[src/pmf_cfg.svh]
// Function
// - Separate transmit and receive buffers, each 64 words of 16 bits.
// - Payloads of any length up to 125 bytes, both directions.
// - Transmit prepends four zero preamble bytes, start delimiter, length byte.
// - Two-byte check sequence over payload appended after last payload byte.
// - Receiver finds preamble, delimiter, length; stores payload and check bytes.
// - Receiver recomputes check sequence, compares, reports pass or fail.
// - Link quality measured for 64 us after preamble, stored in buffer.
// - Receive handled as whole frames; interrupt once a frame is stored.
// - On request, read transmit buffer, build frame, send it to the modulator.
// - Interrupt raised only after the whole transmit frame has gone out.
`ifndef PMF_CFG_SVH
`define PMF_CFG_SVH

`define PMF_CLK_MHZ     20
`define PMF_LQI_NS      64000
`define PMF_LQI_CYC     11'((`PMF_LQI_NS * `PMF_CLK_MHZ + 999) / 1000)
`define PMF_WORDS       64
`define PMF_PRE_BYTES   8'h04
`define PMF_SFD         8'hA7
`define PMF_MAX_PAY     7'h7D
`define PMF_FCS_LEN     7'h02
`define PMF_MIN_FLI     7'h02
`define PMF_MAX_FLI     7'h7F
`define PMF_HDR_BYTES   8'h06
`define PMF_CRC_POLY    16'h8408
`define PMF_CRC_INIT    16'h0000
`define PMF_LQI_WORD    6'h3F
`define PMF_LQI_LANE    2'h2

`endif

[src/pmf_pkg.sv]
package pmf_pkg;
  typedef logic [7:0]  pmf_byte_t;
  typedef logic [15:0] pmf_word_t;
  typedef logic [5:0]  pmf_addr_t;

  typedef enum logic [0:0] {
    TX_IDLE,
    TX_RUN
  } pmf_tx_e;

  typedef enum logic [1:0] {
    RX_HUNT,
    RX_LEN,
    RX_DATA,
    RX_DONE
  } pmf_rx_e;
endpackage : pmf_pkg

[src/pmf_crc.sv]
`timescale 1ns/1ps
`default_nettype none
`include "pmf_cfg.svh"

// Bit-serial reflected CRC-16, one bit per enable
module pmf_crc
  import pmf_pkg::*;
(
  input  wire logic clock_in,
  input  wire logic rst_b_in,
  input  wire logic clear_in,
  input  wire logic en_in,
  input  wire logic bit_in,
  output pmf_word_t crc_out
);
  pmf_word_t crc_ff;
  wire       fb = crc_ff[0] ^ bit_in;
  wire pmf_word_t nxt_crc =
    (crc_ff >> 1) ^ (fb ? `PMF_CRC_POLY : 16'h0000);

  assign crc_out = crc_ff;

  // Clear has priority; start value zero
  always_ff @(posedge clock_in)
  begin
    if (!rst_b_in || clear_in)
      crc_ff <= `PMF_CRC_INIT;
    else if (en_in)
      crc_ff <= nxt_crc;
  end
endmodule : pmf_crc
`default_nettype wire

[src/pmf_framer.sv]
`timescale 1ns/1ps
`default_nettype none
`include "pmf_cfg.svh"

// Packet-mode buffer and framer; bits travel LSB first on the link
module pmf_framer
  import pmf_pkg::*;
(
  input  wire logic      clock_in,
  input  wire logic      rst_b_in,
  // Host side
  input  wire logic      tx_wr_en_in,
  input  wire pmf_addr_t tx_wr_addr_in,
  input  wire pmf_word_t tx_wr_data_in,
  input  wire logic      tx_req_in,
  input  wire logic [6:0] tx_len_in,
  input  wire pmf_addr_t rx_rd_addr_in,
  output pmf_word_t      rx_rd_data_out,
  input  wire logic      irq_ack_in,
  output logic           irq_out,
  output logic           tx_busy_out,
  output logic           rx_crc_ok_out,
  output logic [6:0]     rx_len_out,
  // Link side
  input  wire logic      link_clk_in,
  input  wire logic      rx_bit_in,
  input  wire pmf_byte_t lqi_level_in,
  output logic           tx_bit_out,
  output logic           tx_en_out
);
  // Synchronisers for pins from the link domain
  logic      lclk_s1_ff, lclk_s2_ff, lclk_s3_ff;
  logic      rxb_s1_ff, rxb_s2_ff;
  pmf_byte_t lqi_s1_ff, lqi_s2_ff;

  always_ff @(posedge clock_in)
  begin
    if (!rst_b_in)
    begin
      {lclk_s1_ff, lclk_s2_ff, lclk_s3_ff} <= 3'h0;
      {rxb_s1_ff, rxb_s2_ff}               <= 2'h0;
      lqi_s1_ff                            <= 8'h00;
      lqi_s2_ff                            <= 8'h00;
    end
    else
    begin
      lclk_s1_ff <= link_clk_in;
      lclk_s2_ff <= lclk_s1_ff;
      lclk_s3_ff <= lclk_s2_ff;
      rxb_s1_ff  <= rx_bit_in;
      rxb_s2_ff  <= rxb_s1_ff;
      lqi_s1_ff  <= lqi_level_in;
      lqi_s2_ff  <= lqi_s1_ff;
    end
  end

  // One bit slot per rising link edge
  wire link_rise = lclk_s2_ff && !lclk_s3_ff;

  // Transmit state
  pmf_tx_e    tx_st_ff;
  logic [7:0] tx_idx_ff;
  logic [2:0] tx_bitc_ff;
  pmf_byte_t  tx_sh_ff;
  logic [6:0] tx_len_ff;
  logic       tx_pay_ff;
  logic       tx_bit_ff, tx_en_ff;
  pmf_word_t  tx_rd_data, tx_crc;

  // Receive state
  pmf_rx_e    rx_st_ff;
  logic [39:0] rx_sr_ff;
  logic [2:0] rx_bitc_ff;
  logic [6:0] rx_cnt_ff, rx_fli_ff;
  pmf_word_t  rx_fcs_ff, rx_crc;
  pmf_byte_t  lqi_ff;
  logic [10:0] lqi_win_ff;
  logic       rx_crc_ok_ff;
  logic [6:0] rx_len_ff;
  logic       irq_ff;

  // Transmit byte sequencing
  wire [7:0] pay_end  = {1'b0, tx_len_ff} + `PMF_HDR_BYTES;
  wire [7:0] tx_total = pay_end + {1'b0, `PMF_FCS_LEN};
  wire [7:0] pay_idx  = tx_idx_ff - `PMF_HDR_BYTES;
  wire       idx_pay  = (tx_idx_ff >= `PMF_HDR_BYTES) &&
                        (tx_idx_ff < pay_end);
  wire pmf_byte_t pay_byte = pay_idx[0] ? tx_rd_data[15:8]
                                        : tx_rd_data[7:0];
  wire pmf_byte_t fli_byte = {1'b0, tx_len_ff + `PMF_FCS_LEN};
  wire pmf_byte_t tx_byte =
    (tx_idx_ff < `PMF_PRE_BYTES)        ? 8'h00 :
    (tx_idx_ff == `PMF_PRE_BYTES)       ? `PMF_SFD :
    (tx_idx_ff == `PMF_HDR_BYTES - 8'h01) ? fli_byte :
    idx_pay                             ? pay_byte :
    (tx_idx_ff == pay_end)              ? tx_crc[7:0]
                                        : tx_crc[15:8];

  wire tx_start = tx_req_in && (tx_st_ff == TX_IDLE) &&
                  (tx_len_in <= `PMF_MAX_PAY);
  wire tx_step  = (tx_st_ff == TX_RUN) && link_rise;
  wire tx_load  = tx_step && (tx_bitc_ff == 3'h0);
  wire tx_end   = tx_load && (tx_idx_ff == tx_total);
  wire nxt_tx_bit = tx_load ? tx_byte[0] : tx_sh_ff[0];
  wire tx_crc_en  = tx_step && !tx_end &&
                    (tx_load ? idx_pay : tx_pay_ff);

  // Transmit sequencer; the frame ends one bit slot after its last bit
  always_ff @(posedge clock_in)
  begin
    if (!rst_b_in)
    begin
      tx_st_ff   <= TX_IDLE;
      tx_idx_ff  <= 8'h00;
      tx_bitc_ff <= 3'h0;
      tx_sh_ff   <= 8'h00;
      tx_len_ff  <= 7'h00;
      tx_pay_ff  <= 1'b0;
      tx_bit_ff  <= 1'b0;
      tx_en_ff   <= 1'b0;
    end
    else if (tx_start)
    begin
      tx_st_ff   <= TX_RUN;
      tx_len_ff  <= tx_len_in;
      tx_idx_ff  <= 8'h00;
      tx_bitc_ff <= 3'h0;
    end
    else if (tx_end)
    begin
      tx_st_ff  <= TX_IDLE;
      tx_en_ff  <= 1'b0;
      tx_bit_ff <= 1'b0;
    end
    else if (tx_step)
    begin
      tx_bit_ff  <= nxt_tx_bit;
      tx_en_ff   <= 1'b1;
      tx_bitc_ff <= tx_bitc_ff + 3'h1;
      if (tx_load)
      begin
        tx_sh_ff  <= {1'b0, tx_byte[7:1]};
        tx_pay_ff <= idx_pay;
        tx_idx_ff <= tx_idx_ff + 8'h01;
      end
      else
        tx_sh_ff <= {1'b0, tx_sh_ff[7:1]};
    end
  end

  // Writes blocked while sending so the frame cannot change under us
  wire tx_host_wr = tx_wr_en_in && (tx_st_ff == TX_IDLE);

  pmf_ram u_tx_ram (
    .clock_in    (clock_in),
    .rst_b_in    (rst_b_in),
    .wr_en_in    (tx_host_wr),
    .wr_lane_in  (2'h3),
    .wr_addr_in  (tx_wr_addr_in),
    .wr_data_in  (tx_wr_data_in),
    .rd_addr_in  (pay_idx[6:1]),
    .rd_data_out (tx_rd_data)
  );

  pmf_crc u_tx_crc (
    .clock_in (clock_in),
    .rst_b_in (rst_b_in),
    .clear_in (tx_start),
    .en_in    (tx_crc_en),
    .bit_in   (nxt_tx_bit),
    .crc_out  (tx_crc)
  );

  // Receive bit assembly: newest bit enters at the top
  wire        rx_step   = link_rise && (rx_st_ff != RX_DONE);
  wire [39:0] nxt_sr    = {rxb_s2_ff, rx_sr_ff[39:1]};
  wire        rx_byte_ok = rx_step && (rx_bitc_ff == 3'h7);
  wire pmf_byte_t rx_byte = nxt_sr[39:32];
  wire        sfd_hit   = rx_step && (rx_st_ff == RX_HUNT) &&
                          (nxt_sr == {`PMF_SFD, 32'h0});
  wire        fli_ok    = (rx_byte[6:0] >= `PMF_MIN_FLI) &&
                          !rx_byte[7];
  wire [6:0]  pay_cnt   = rx_fli_ff - `PMF_FCS_LEN;
  wire        rx_in_pay = (rx_st_ff == RX_DATA) && (rx_cnt_ff < pay_cnt);
  wire        rx_last   = rx_cnt_ff == rx_fli_ff - 7'h01;
  wire        rx_done   = rx_st_ff == RX_DONE;

  // Receive buffer port: data bytes, then link quality on completion
  wire        rx_wr      = (rx_byte_ok && rx_st_ff == RX_DATA) || rx_done;
  wire [1:0]  rx_lane    = rx_done ? `PMF_LQI_LANE
                                   : {rx_cnt_ff[0], !rx_cnt_ff[0]};
  wire pmf_addr_t rx_waddr = rx_done ? `PMF_LQI_WORD : rx_cnt_ff[6:1];
  wire pmf_byte_t rx_wbyte = rx_done ? lqi_ff : rx_byte;

  // Receive parser
  always_ff @(posedge clock_in)
  begin
    if (!rst_b_in)
    begin
      rx_st_ff   <= RX_HUNT;
      rx_sr_ff   <= 40'h00_0000_0000;
      rx_bitc_ff <= 3'h0;
      rx_cnt_ff  <= 7'h00;
      rx_fli_ff  <= 7'h00;
      rx_fcs_ff  <= 16'h0000;
    end
    else
    begin
      unique case (rx_st_ff)
        RX_HUNT:
        begin
          if (rx_step)
            rx_sr_ff <= nxt_sr;
          if (sfd_hit)
          begin
            rx_st_ff   <= RX_LEN;
            rx_bitc_ff <= 3'h0;
          end
        end
        RX_LEN:
        begin
          if (rx_step)
          begin
            rx_sr_ff   <= nxt_sr;
            rx_bitc_ff <= rx_bitc_ff + 3'h1;
          end
          if (rx_byte_ok)
          begin
            rx_fli_ff <= rx_byte[6:0];
            rx_cnt_ff <= 7'h00;
            rx_st_ff  <= fli_ok ? RX_DATA : RX_HUNT;
          end
        end
        RX_DATA:
        begin
          if (rx_step)
          begin
            rx_sr_ff   <= nxt_sr;
            rx_bitc_ff <= rx_bitc_ff + 3'h1;
          end
          if (rx_byte_ok)
          begin
            if (!rx_in_pay)
              rx_fcs_ff <= {rx_byte, rx_fcs_ff[15:8]};
            rx_cnt_ff <= rx_cnt_ff + 7'h01;
            if (rx_last)
              rx_st_ff <= RX_DONE;
          end
        end
        RX_DONE:
        begin
          rx_st_ff <= RX_HUNT;
          rx_sr_ff <= 40'h00_0000_0000;
        end
      endcase
    end
  end

  pmf_ram u_rx_ram (
    .clock_in    (clock_in),
    .rst_b_in    (rst_b_in),
    .wr_en_in    (rx_wr),
    .wr_lane_in  (rx_lane),
    .wr_addr_in  (rx_waddr),
    .wr_data_in  ({rx_wbyte, rx_wbyte}),
    .rd_addr_in  (rx_rd_addr_in),
    .rd_data_out (rx_rd_data_out)
  );

  pmf_crc u_rx_crc (
    .clock_in (clock_in),
    .rst_b_in (rst_b_in),
    .clear_in (sfd_hit),
    .en_in    (rx_step && rx_in_pay),
    .bit_in   (rxb_s2_ff),
    .crc_out  (rx_crc)
  );

  // Link quality: peak level over the window after the preamble;
  // peak avoids a divider for a non power-of-two window
  always_ff @(posedge clock_in)
  begin
    if (!rst_b_in)
    begin
      lqi_ff     <= 8'h00;
      lqi_win_ff <= 11'h000;
    end
    else if (sfd_hit)
    begin
      lqi_ff     <= lqi_s2_ff;
      lqi_win_ff <= `PMF_LQI_CYC - 11'h001;
    end
    else if (lqi_win_ff != 11'h000)
    begin
      lqi_win_ff <= lqi_win_ff - 11'h001;
      if (lqi_s2_ff > lqi_ff)
        lqi_ff <= lqi_s2_ff;
    end
  end

  // Results and interrupt; a new event beats a same-cycle acknowledge
  always_ff @(posedge clock_in)
  begin
    if (!rst_b_in)
    begin
      rx_crc_ok_ff <= 1'b0;
      rx_len_ff    <= 7'h00;
      irq_ff       <= 1'b0;
    end
    else
    begin
      if (rx_done)
      begin
        rx_crc_ok_ff <= rx_crc == rx_fcs_ff;
        rx_len_ff    <= rx_fli_ff;
      end
      if (rx_done || tx_end)
        irq_ff <= 1'b1;
      else if (irq_ack_in)
        irq_ff <= 1'b0;
    end
  end

  // Host-side and link-side outputs
  assign irq_out       = irq_ff;
  assign tx_busy_out   = tx_st_ff == TX_RUN ? 1'b1 : 1'b0;
  assign rx_crc_ok_out = rx_crc_ok_ff;
  assign rx_len_out    = rx_len_ff;
  assign tx_bit_out    = tx_bit_ff;
  assign tx_en_out     = tx_en_ff;
endmodule : pmf_framer
`default_nettype wire

[src/pmf_ram.sv]
`timescale 1ns/1ps
`default_nettype none
`include "pmf_cfg.svh"

// Packet buffer: flip-flop words, byte-lane writes, registered read
module pmf_ram
  import pmf_pkg::*;
(
  input  wire logic      clock_in,
  input  wire logic      rst_b_in,
  input  wire logic      wr_en_in,
  input  wire logic [1:0] wr_lane_in,
  input  wire pmf_addr_t wr_addr_in,
  input  wire pmf_word_t wr_data_in,
  input  wire pmf_addr_t rd_addr_in,
  output pmf_word_t      rd_data_out
);
  pmf_word_t mem_ff [`PMF_WORDS];
  pmf_word_t rd_data_ff;

  assign rd_data_out = rd_data_ff;

  // One entry per word, lanes written independently
  genvar gi;
  generate
    for (gi = 0; gi < `PMF_WORDS; gi++)
    begin : g_word
      wire hit = wr_en_in && (wr_addr_in == 6'(gi));
      always_ff @(posedge clock_in)
      begin
        if (!rst_b_in)
          mem_ff[gi] <= 16'h0000;
        else if (hit)
        begin
          if (wr_lane_in[0]) mem_ff[gi][7:0]  <= wr_data_in[7:0];
          if (wr_lane_in[1]) mem_ff[gi][15:8] <= wr_data_in[15:8];
        end
      end
    end
  endgenerate

  // Registered read so the data port stays a clean flop output
  always_ff @(posedge clock_in)
  begin
    if (!rst_b_in)
      rd_data_ff <= 16'h0000;
    else
      rd_data_ff <= mem_ff[rd_addr_in];
  end
endmodule : pmf_ram
`default_nettype wire
[config.mk]
export PLATFORM = sky130hd
export DESIGN_NAME = pmf_framer
export DESIGN_NICKNAME = d
export VERILOG_FILES = /design/src/pmf_pkg.sv /design/src/pmf_crc.sv /design/src/pmf_framer.sv /design/src/pmf_ram.sv
export VERILOG_INCLUDE_DIRS = /design/src /design/src/src
export SDC_FILE = /design/constraint.sdc
export NUM_CORES = 2
export LEC_CHECK = 0
export BUFFER_PORTS_ARGS = -buffer_cell sky130_fd_sc_hd__buf_2
export CAP_MARGIN = 40
export CORE_UTILIZATION = 50
export CTS_BUF_LIST = sky130_fd_sc_hd__clkbuf_8 sky130_fd_sc_hd__clkbuf_16
export DETAILED_ROUTE_END_ITERATION = 16
export GPL_ROUTABILITY_DRIVEN = 0
export PLACE_DENSITY = 0.67
export SKIP_CTS_REPAIR_TIMING = 1
export SYNTH_ARGS = -nofsm -noshare
export SYNTH_HDL_FRONTEND = slang
export SYNTH_SLANG_ARGS = --single-unit
[constraint.sdc]
create_clock -name clock_in -period 7.9 [get_ports clock_in]
set_input_delay 0.395 -clock clock_in [delete_from_list [all_inputs] [get_ports clock_in]]
set_output_delay 0.395 -clock clock_in [all_outputs]
set_load 0.05 [all_outputs]
-- Word level (Yosys, flattened, before mapping)
Memory sizes are Yosys's and may differ from the RTL's. A register that Yosys moved wholly into a read port is not among the register bits.
Cells that the tools add are included.
W data, S select, Z words.
- register bits after elaboration: 186
- output and inout port bits: 28
- input bits: 50
- memories: 2
- logic and storage cells: 1518
- memory bits (writable): 2048
- memories (name ; depth ; width ; read ports ; clocked after Yosys merged registers in ; wr ports ; line ; source):
    u_rx_ram.mem_ff ; 64 ; 16 ; 1 ; 1 ; 64 ; pmf_ram.sv:18 ; pmf_word_t mem_ff [`PMF_WORDS];
    u_tx_ram.mem_ff ; 64 ; 16 ; 1 ; 1 ; 64 ; pmf_ram.sv:18 ;
- magnitude comparators: 7
- reduce and logical (&&, ||, !) cells: 183
- equal/unequal tests: 144
- muxes and demuxes: 877
- add/sub/neg operators: 11
- bitwise gates (word level): 265
- operator list (operator ; number):
    $mux W8 ; 266
    $mux W1 ; 590
    $eq A6 B6 Y1 const B ; 64
    $or A1 B1 Y1 ; 256
    $eq A6 B5 Y1 const B ; 32
    $logic_and A1 B1 Y1 ; 146
    $eq A6 B4 Y1 const B ; 16
    $pmux W40 S2 ; 1
    $eq A6 B3 Y1 const B ; 8
    $eq A40 B40 Y1 const B ; 1
    $mux W40 ; 1
    $mux W16 ; 2
    $xor A15 B16 Y16 ; 2
    $eq A6 B2 Y1 const B ; 4
    $mux W11 ; 2
    $mux W7 ; 3
    $eq A16 B16 Y1 ; 1
    $eq A8 B3 Y1 const B ; 2
    $eq A8 B8 Y1 ; 2
    $reduce_and A3 Y1 ; 5
    $pmux W7 S2 ; 1
    $reduce_bool A2 Y1 ; 7
    $eq A6 B1 Y1 const B ; 2
    $logic_not A6 Y1 ; 2
    other kinds (39) ; 71

-- Longest topological paths before layout
- depth in word-level cells: 11
- gate-level depth with buffers: 15
- gate-level depth less buffers: 12

-- Hierarchy
From an unflattened synthesis, not the netlist that was laid out.
- cell total of the unflattened synthesis: 7501
- area, all modules: 105528.7 um2
- modules (own cells, without submodules) (module ; area each (um2) ; sequential area each (um2) ; instances ; cells an instance):
    pmf_ram ; 47987.3 ; 31069.8 ; 2 ; 3214
    pmf_framer ; 8095.3 ; 3042.9 ; 1 ; 927
    pmf_crc ; 729.4 ; 320.3 ; 2 ; 73

-- Worst setup path before layout
OpenSTA, ideal clock, no wires.
- path type: register -> register
- start point: register tx_idx_ff[1]
- end point: register u_tx_ram.rd_data_ff[10], in the netlist u_tx_ram.rd_data_out[10] (read register of u_tx_ram.mem_ff)
- buffers on the path: 7
- period minus slack after synthesis: 3.709 ns
- setup slack: 4.191 ns
- data arrival time: 3.568 ns
- stages on the path, launching flop included: 14
- library setup time: 0.142 ns
- data required time: 7.758 ns
- cell sequence: dfxtp_1 buf_2 buf_2 buf_2 buf_2 inv_1 ha_1 clkbuf_1 clkbuf_1 clkbuf_1 mux4_2 mux4_2 nand2_1 a311oi_1
- word-level cells in the longest chain between the ends: 1
- RTL lines (element ; line ; source):
    start: declaration ; pmf_framer.sv:62 ; logic [7:0] tx_idx_ff;
    start signal: assignment ; pmf_framer.sv:144 ; tx_idx_ff <= tx_idx_ff + 8'h01;
    $sub A7 B3 Y7 (no source line) ; -- ;
    end: declaration ; pmf_ram.sv:19 ; pmf_word_t rd_data_ff;
No other way between the ends.
A chain may end at the register's enable or synchronous reset.

-- Final worst setup path
Same ends and word-level chain as after synthesis.

==> flow_summary.json <==
{
  "grt.overflow.total": 0,
  "synth_simple_gate_area_share_pct": 13.38,
  "dp_hpwl_mm": 179.3,
  "clock_sinks": 2264,
  "synthAdderAreaFrac_pct": 0.5437,
  "clk_path_buf_depth": 3,
  "cellPowerDensity_mw_per_mm2": 228.0,
  "placed_area_sq_mm": 0.1066,
  "grt_pass1_vias": 60907,
  "cts_tree": "yes",
  "drt-pass1-iter-count": 6,
  "leakagePower_nw": 38.55,
  "mostFrequentLayoutCells": "2048 x edfxtp_1, 1190 x nor2_1, 1083 x and2_1",
  "die_area_sq_mm": 0.2043,
  "grt_pass1_wl_mm": 415.2,
  "holdPathStages": 4,
  "fillCellCount": 15244,
  "syn_area_per_cell_sq_um": 14.57,
  "cp-start-kind": "flip-flop",
  "port_buffers": 77,
  "first_iter_violations": 8433,
  "cts-htree-levels": 4,
  "final_hold_viol_count": 0,
  "worstSetupPathType": "reg2reg",
  "boundaryPins": 78,
  "route.detailed.drc": 0,
  "cp_data_arrival_time_ns": 5.12,
  "clk_latency_ns": 0.87,
  "dieWidth_microns": 452.0,
  "routed_via_density": 6.196,
  "synthXorXnorAreaFrac_pct": 0.6042,
  "maxCapViolCount": 0,
  "synth-edff-count": 2048,
  "root_buffer": "clkbuf_16",
  "synth_area_leaders": "edfxtp_1 61%, mux4_2 15%, and2_1 6.7%",
  "synthesis.nets": 7044,
  "power.total_mw": 26.04,
  "crit_required_ns": 8.61,
  "max_freq_mhz": 227.0,
  "layout.nets": 7163,
  "synth_top_family_by_area": "multiplexers",
  "fin_crit_ns": 4.406,
  "setup_violations": 0,
  "fin_area_sq_mm": 0.1142,
  "netlist_instances": 6950,
  "die_h_microns": 452.0,
  "placed_cells": 9476,
  "antenna_left": 0,
  "cp-end-kind": "flip-flop",
  "drt_wl_total_mm": 282.5,
  "grt_use_total_pct": 27.73,
  "initial_core_util_pct": 50.51,
  "vias": 61528,
  "ir_worst_vdd_mv": 0.2298,
  "netlist.top_cell.by_area": "edfxtp_1",
  "syn_area_sq_mm": 0.1013,
  "relSlewSlack_pct": 15.71,
  "ys_types": 71,
  "status": "complete, no violations",
  "grt_max_degree": 171,
  "layout_commonest_cell": "edfxtp_1",
  "rsz0062_at_grt": "no",
  "synth_compound_area_share_pct": 2.713,
  "cts-buffers-inserted": 226,
  "cp_max_fo": 38,
  "fin_cells": 9930,
  "muxShareOfSynthArea_pct": 15.37,
  "slew_violations": 0,
  "ys_seq_area_share_pct": 65.00,
  "yosysTopAreaCellShare_pct": 60.73,
  "skew_ns": 0.05510,
  "core_sq_mm": 0.2005,
  "fin_util_pct": 56.97,
  "clk_pin_slew_ns": 0.06,
  "async_flop_share_pct": 0,
  "hold_class": "in2reg",
  "max_slew.worst_pin.slew_ns": 1.264,
  "rows": 164,
  "yosysWarnings": 0,
  "drive_gt1_share_pct": 21.24,
  "worstRegToRegCells": 9,
  "fin_setup_tns_ns": 0,
  "syn_to_final_growth_pct": 12.79,
  "antenna_found_initial": 18,
  "ys_ff_latch": 2264,
  "ys.flop_type": "edfxtp_1",
  "drt-wirelength-per-cell_microns": 28.45,
  "fin_crit_sh_pct": 55.77
}
[registers in the layout, summed over array words and instances, names as in the netlist, 3 cells and up, named ones only]
signal                cells
u_rx_ram.mem_ff        1024
u_tx_ram.mem_ff        1024
rx_sr_ff                 39
rx_fcs_ff                16
u_rx_crc.crc_out         16
u_rx_ram.rd_data_out     16
u_tx_crc.crc_out         16
u_tx_ram.rd_data_out     16
lqi_win_ff               11
lqi_ff                    8
lqi_s1_ff                 8
lqi_s2_ff                 8
tx_idx_ff                 8
rx_cnt_ff                 7
rx_fli_ff                 7
rx_len_out                7
tx_len_ff                 7
tx_sh_ff                  7
rx_bitc_ff                3
tx_bitc_ff                3
[metrics by stage]
step / hold slack, ns / setup slack, ns
6_report: 0.03524 / 3.494
5_1_grt: 0.04558 / 3.135
3_3_place_gp: 0.4223 / 2.980
2_1_floorplan: 0.4119 / 4.191
3_5_place_dp: 0.4201 / 3.429
4_1_cts: -0.3126 / 3.407
[power breakdown]
part	internal [mW]	switching [mW]
registers	13.5	0.196
clock network	6.06	4.65
logic	0.657	0.972
[worst paths after layout]
path	end	slack, ns	start
max reg2reg	u_tx_ram.rd_data_out[10]$_SDFF_PN0_	3.49	tx_idx_ff[1]$_SDFFE_PP0P_
min reg2reg	rxb_s2_ff$_SDFF_PN0_	0.44	rxb_s1_ff$_SDFF_PN0_
max	u_tx_ram.rd_data_out[10]$_SDFF_PN0_	3.49	tx_idx_ff[1]$_SDFFE_PP0P_
min	tx_len_ff[6]$_SDFFE_PN0P_	0.04	tx_req_in
[routing by layer]
layer	GRT usage (%)	routed length [microns]	up-vias
met1	38.70	109500	31558
met4	8.395	8312	8
li1	-	-	25869
met2	43.34	133300	3546
met5	0	68	-
met3	6.684	31350	547
[Yosys cell counts (all sizes together), types with 4 or more instances]
cell type,n
a211oi,27
a21o,5
a21oi,82
a22oi,40
a311oi,20
a31oi,5
and2,1084
and3,6
buf,116
clkbuf,457
dfxtp,216
edfxtp,2048
ha,44
inv,30
mux2,4
mux2i,74
mux4,656
nand2,261
nand2b,11
nand3,59
nand3b,5
nand4,22
nor2,1241
nor2b,16
nor3,25
nor3b,4
nor4,16
o211ai,5
o21a,7
o21ai,243
o31ai,4
or3,5
or4,5
xnor2,51
xor2,18
[cells by family (layout without fill, tap and decap cells)]
kind of cell    Yosys count  count (layout)
compound gates          463             463
fa+ha+maj                44              44
xor+xnor                 69              69
buf+inv                 603             918
flops                  2264            2264
simple gates           2773            2773
other cells               0               9
mux                     734             734
[cell type report]
class / instances / area, sq um / area share [%]
clock buffers: 247 / 6046 / 5.293
repair buffers: 464 / 4090 / 3.581
well taps: 2656 / 3323 / 2.910
diodes: 9 / 22.52 / 0.01972
clock inverters: 177 / 1346 / 1.179
multi-input cells: 4083 / 33450 / 29.28
inverters: 30 / 115.1 / 0.1008
flip-flops and latches: 2264 / 65830 / 57.63
[critical path, stage by stage (launching register included)]
cell	delay, ns
dfxtp_4	0.71
inv_1	0.19
ha_4	0.57
buf_16	0.26
buf_4	0.56
mux4_2	0.42
mux4_2	0.48
and2_0	0.31
a211oi_1	0.56
a311oi_1	0.10
Power figures use the tool's default switching activity.
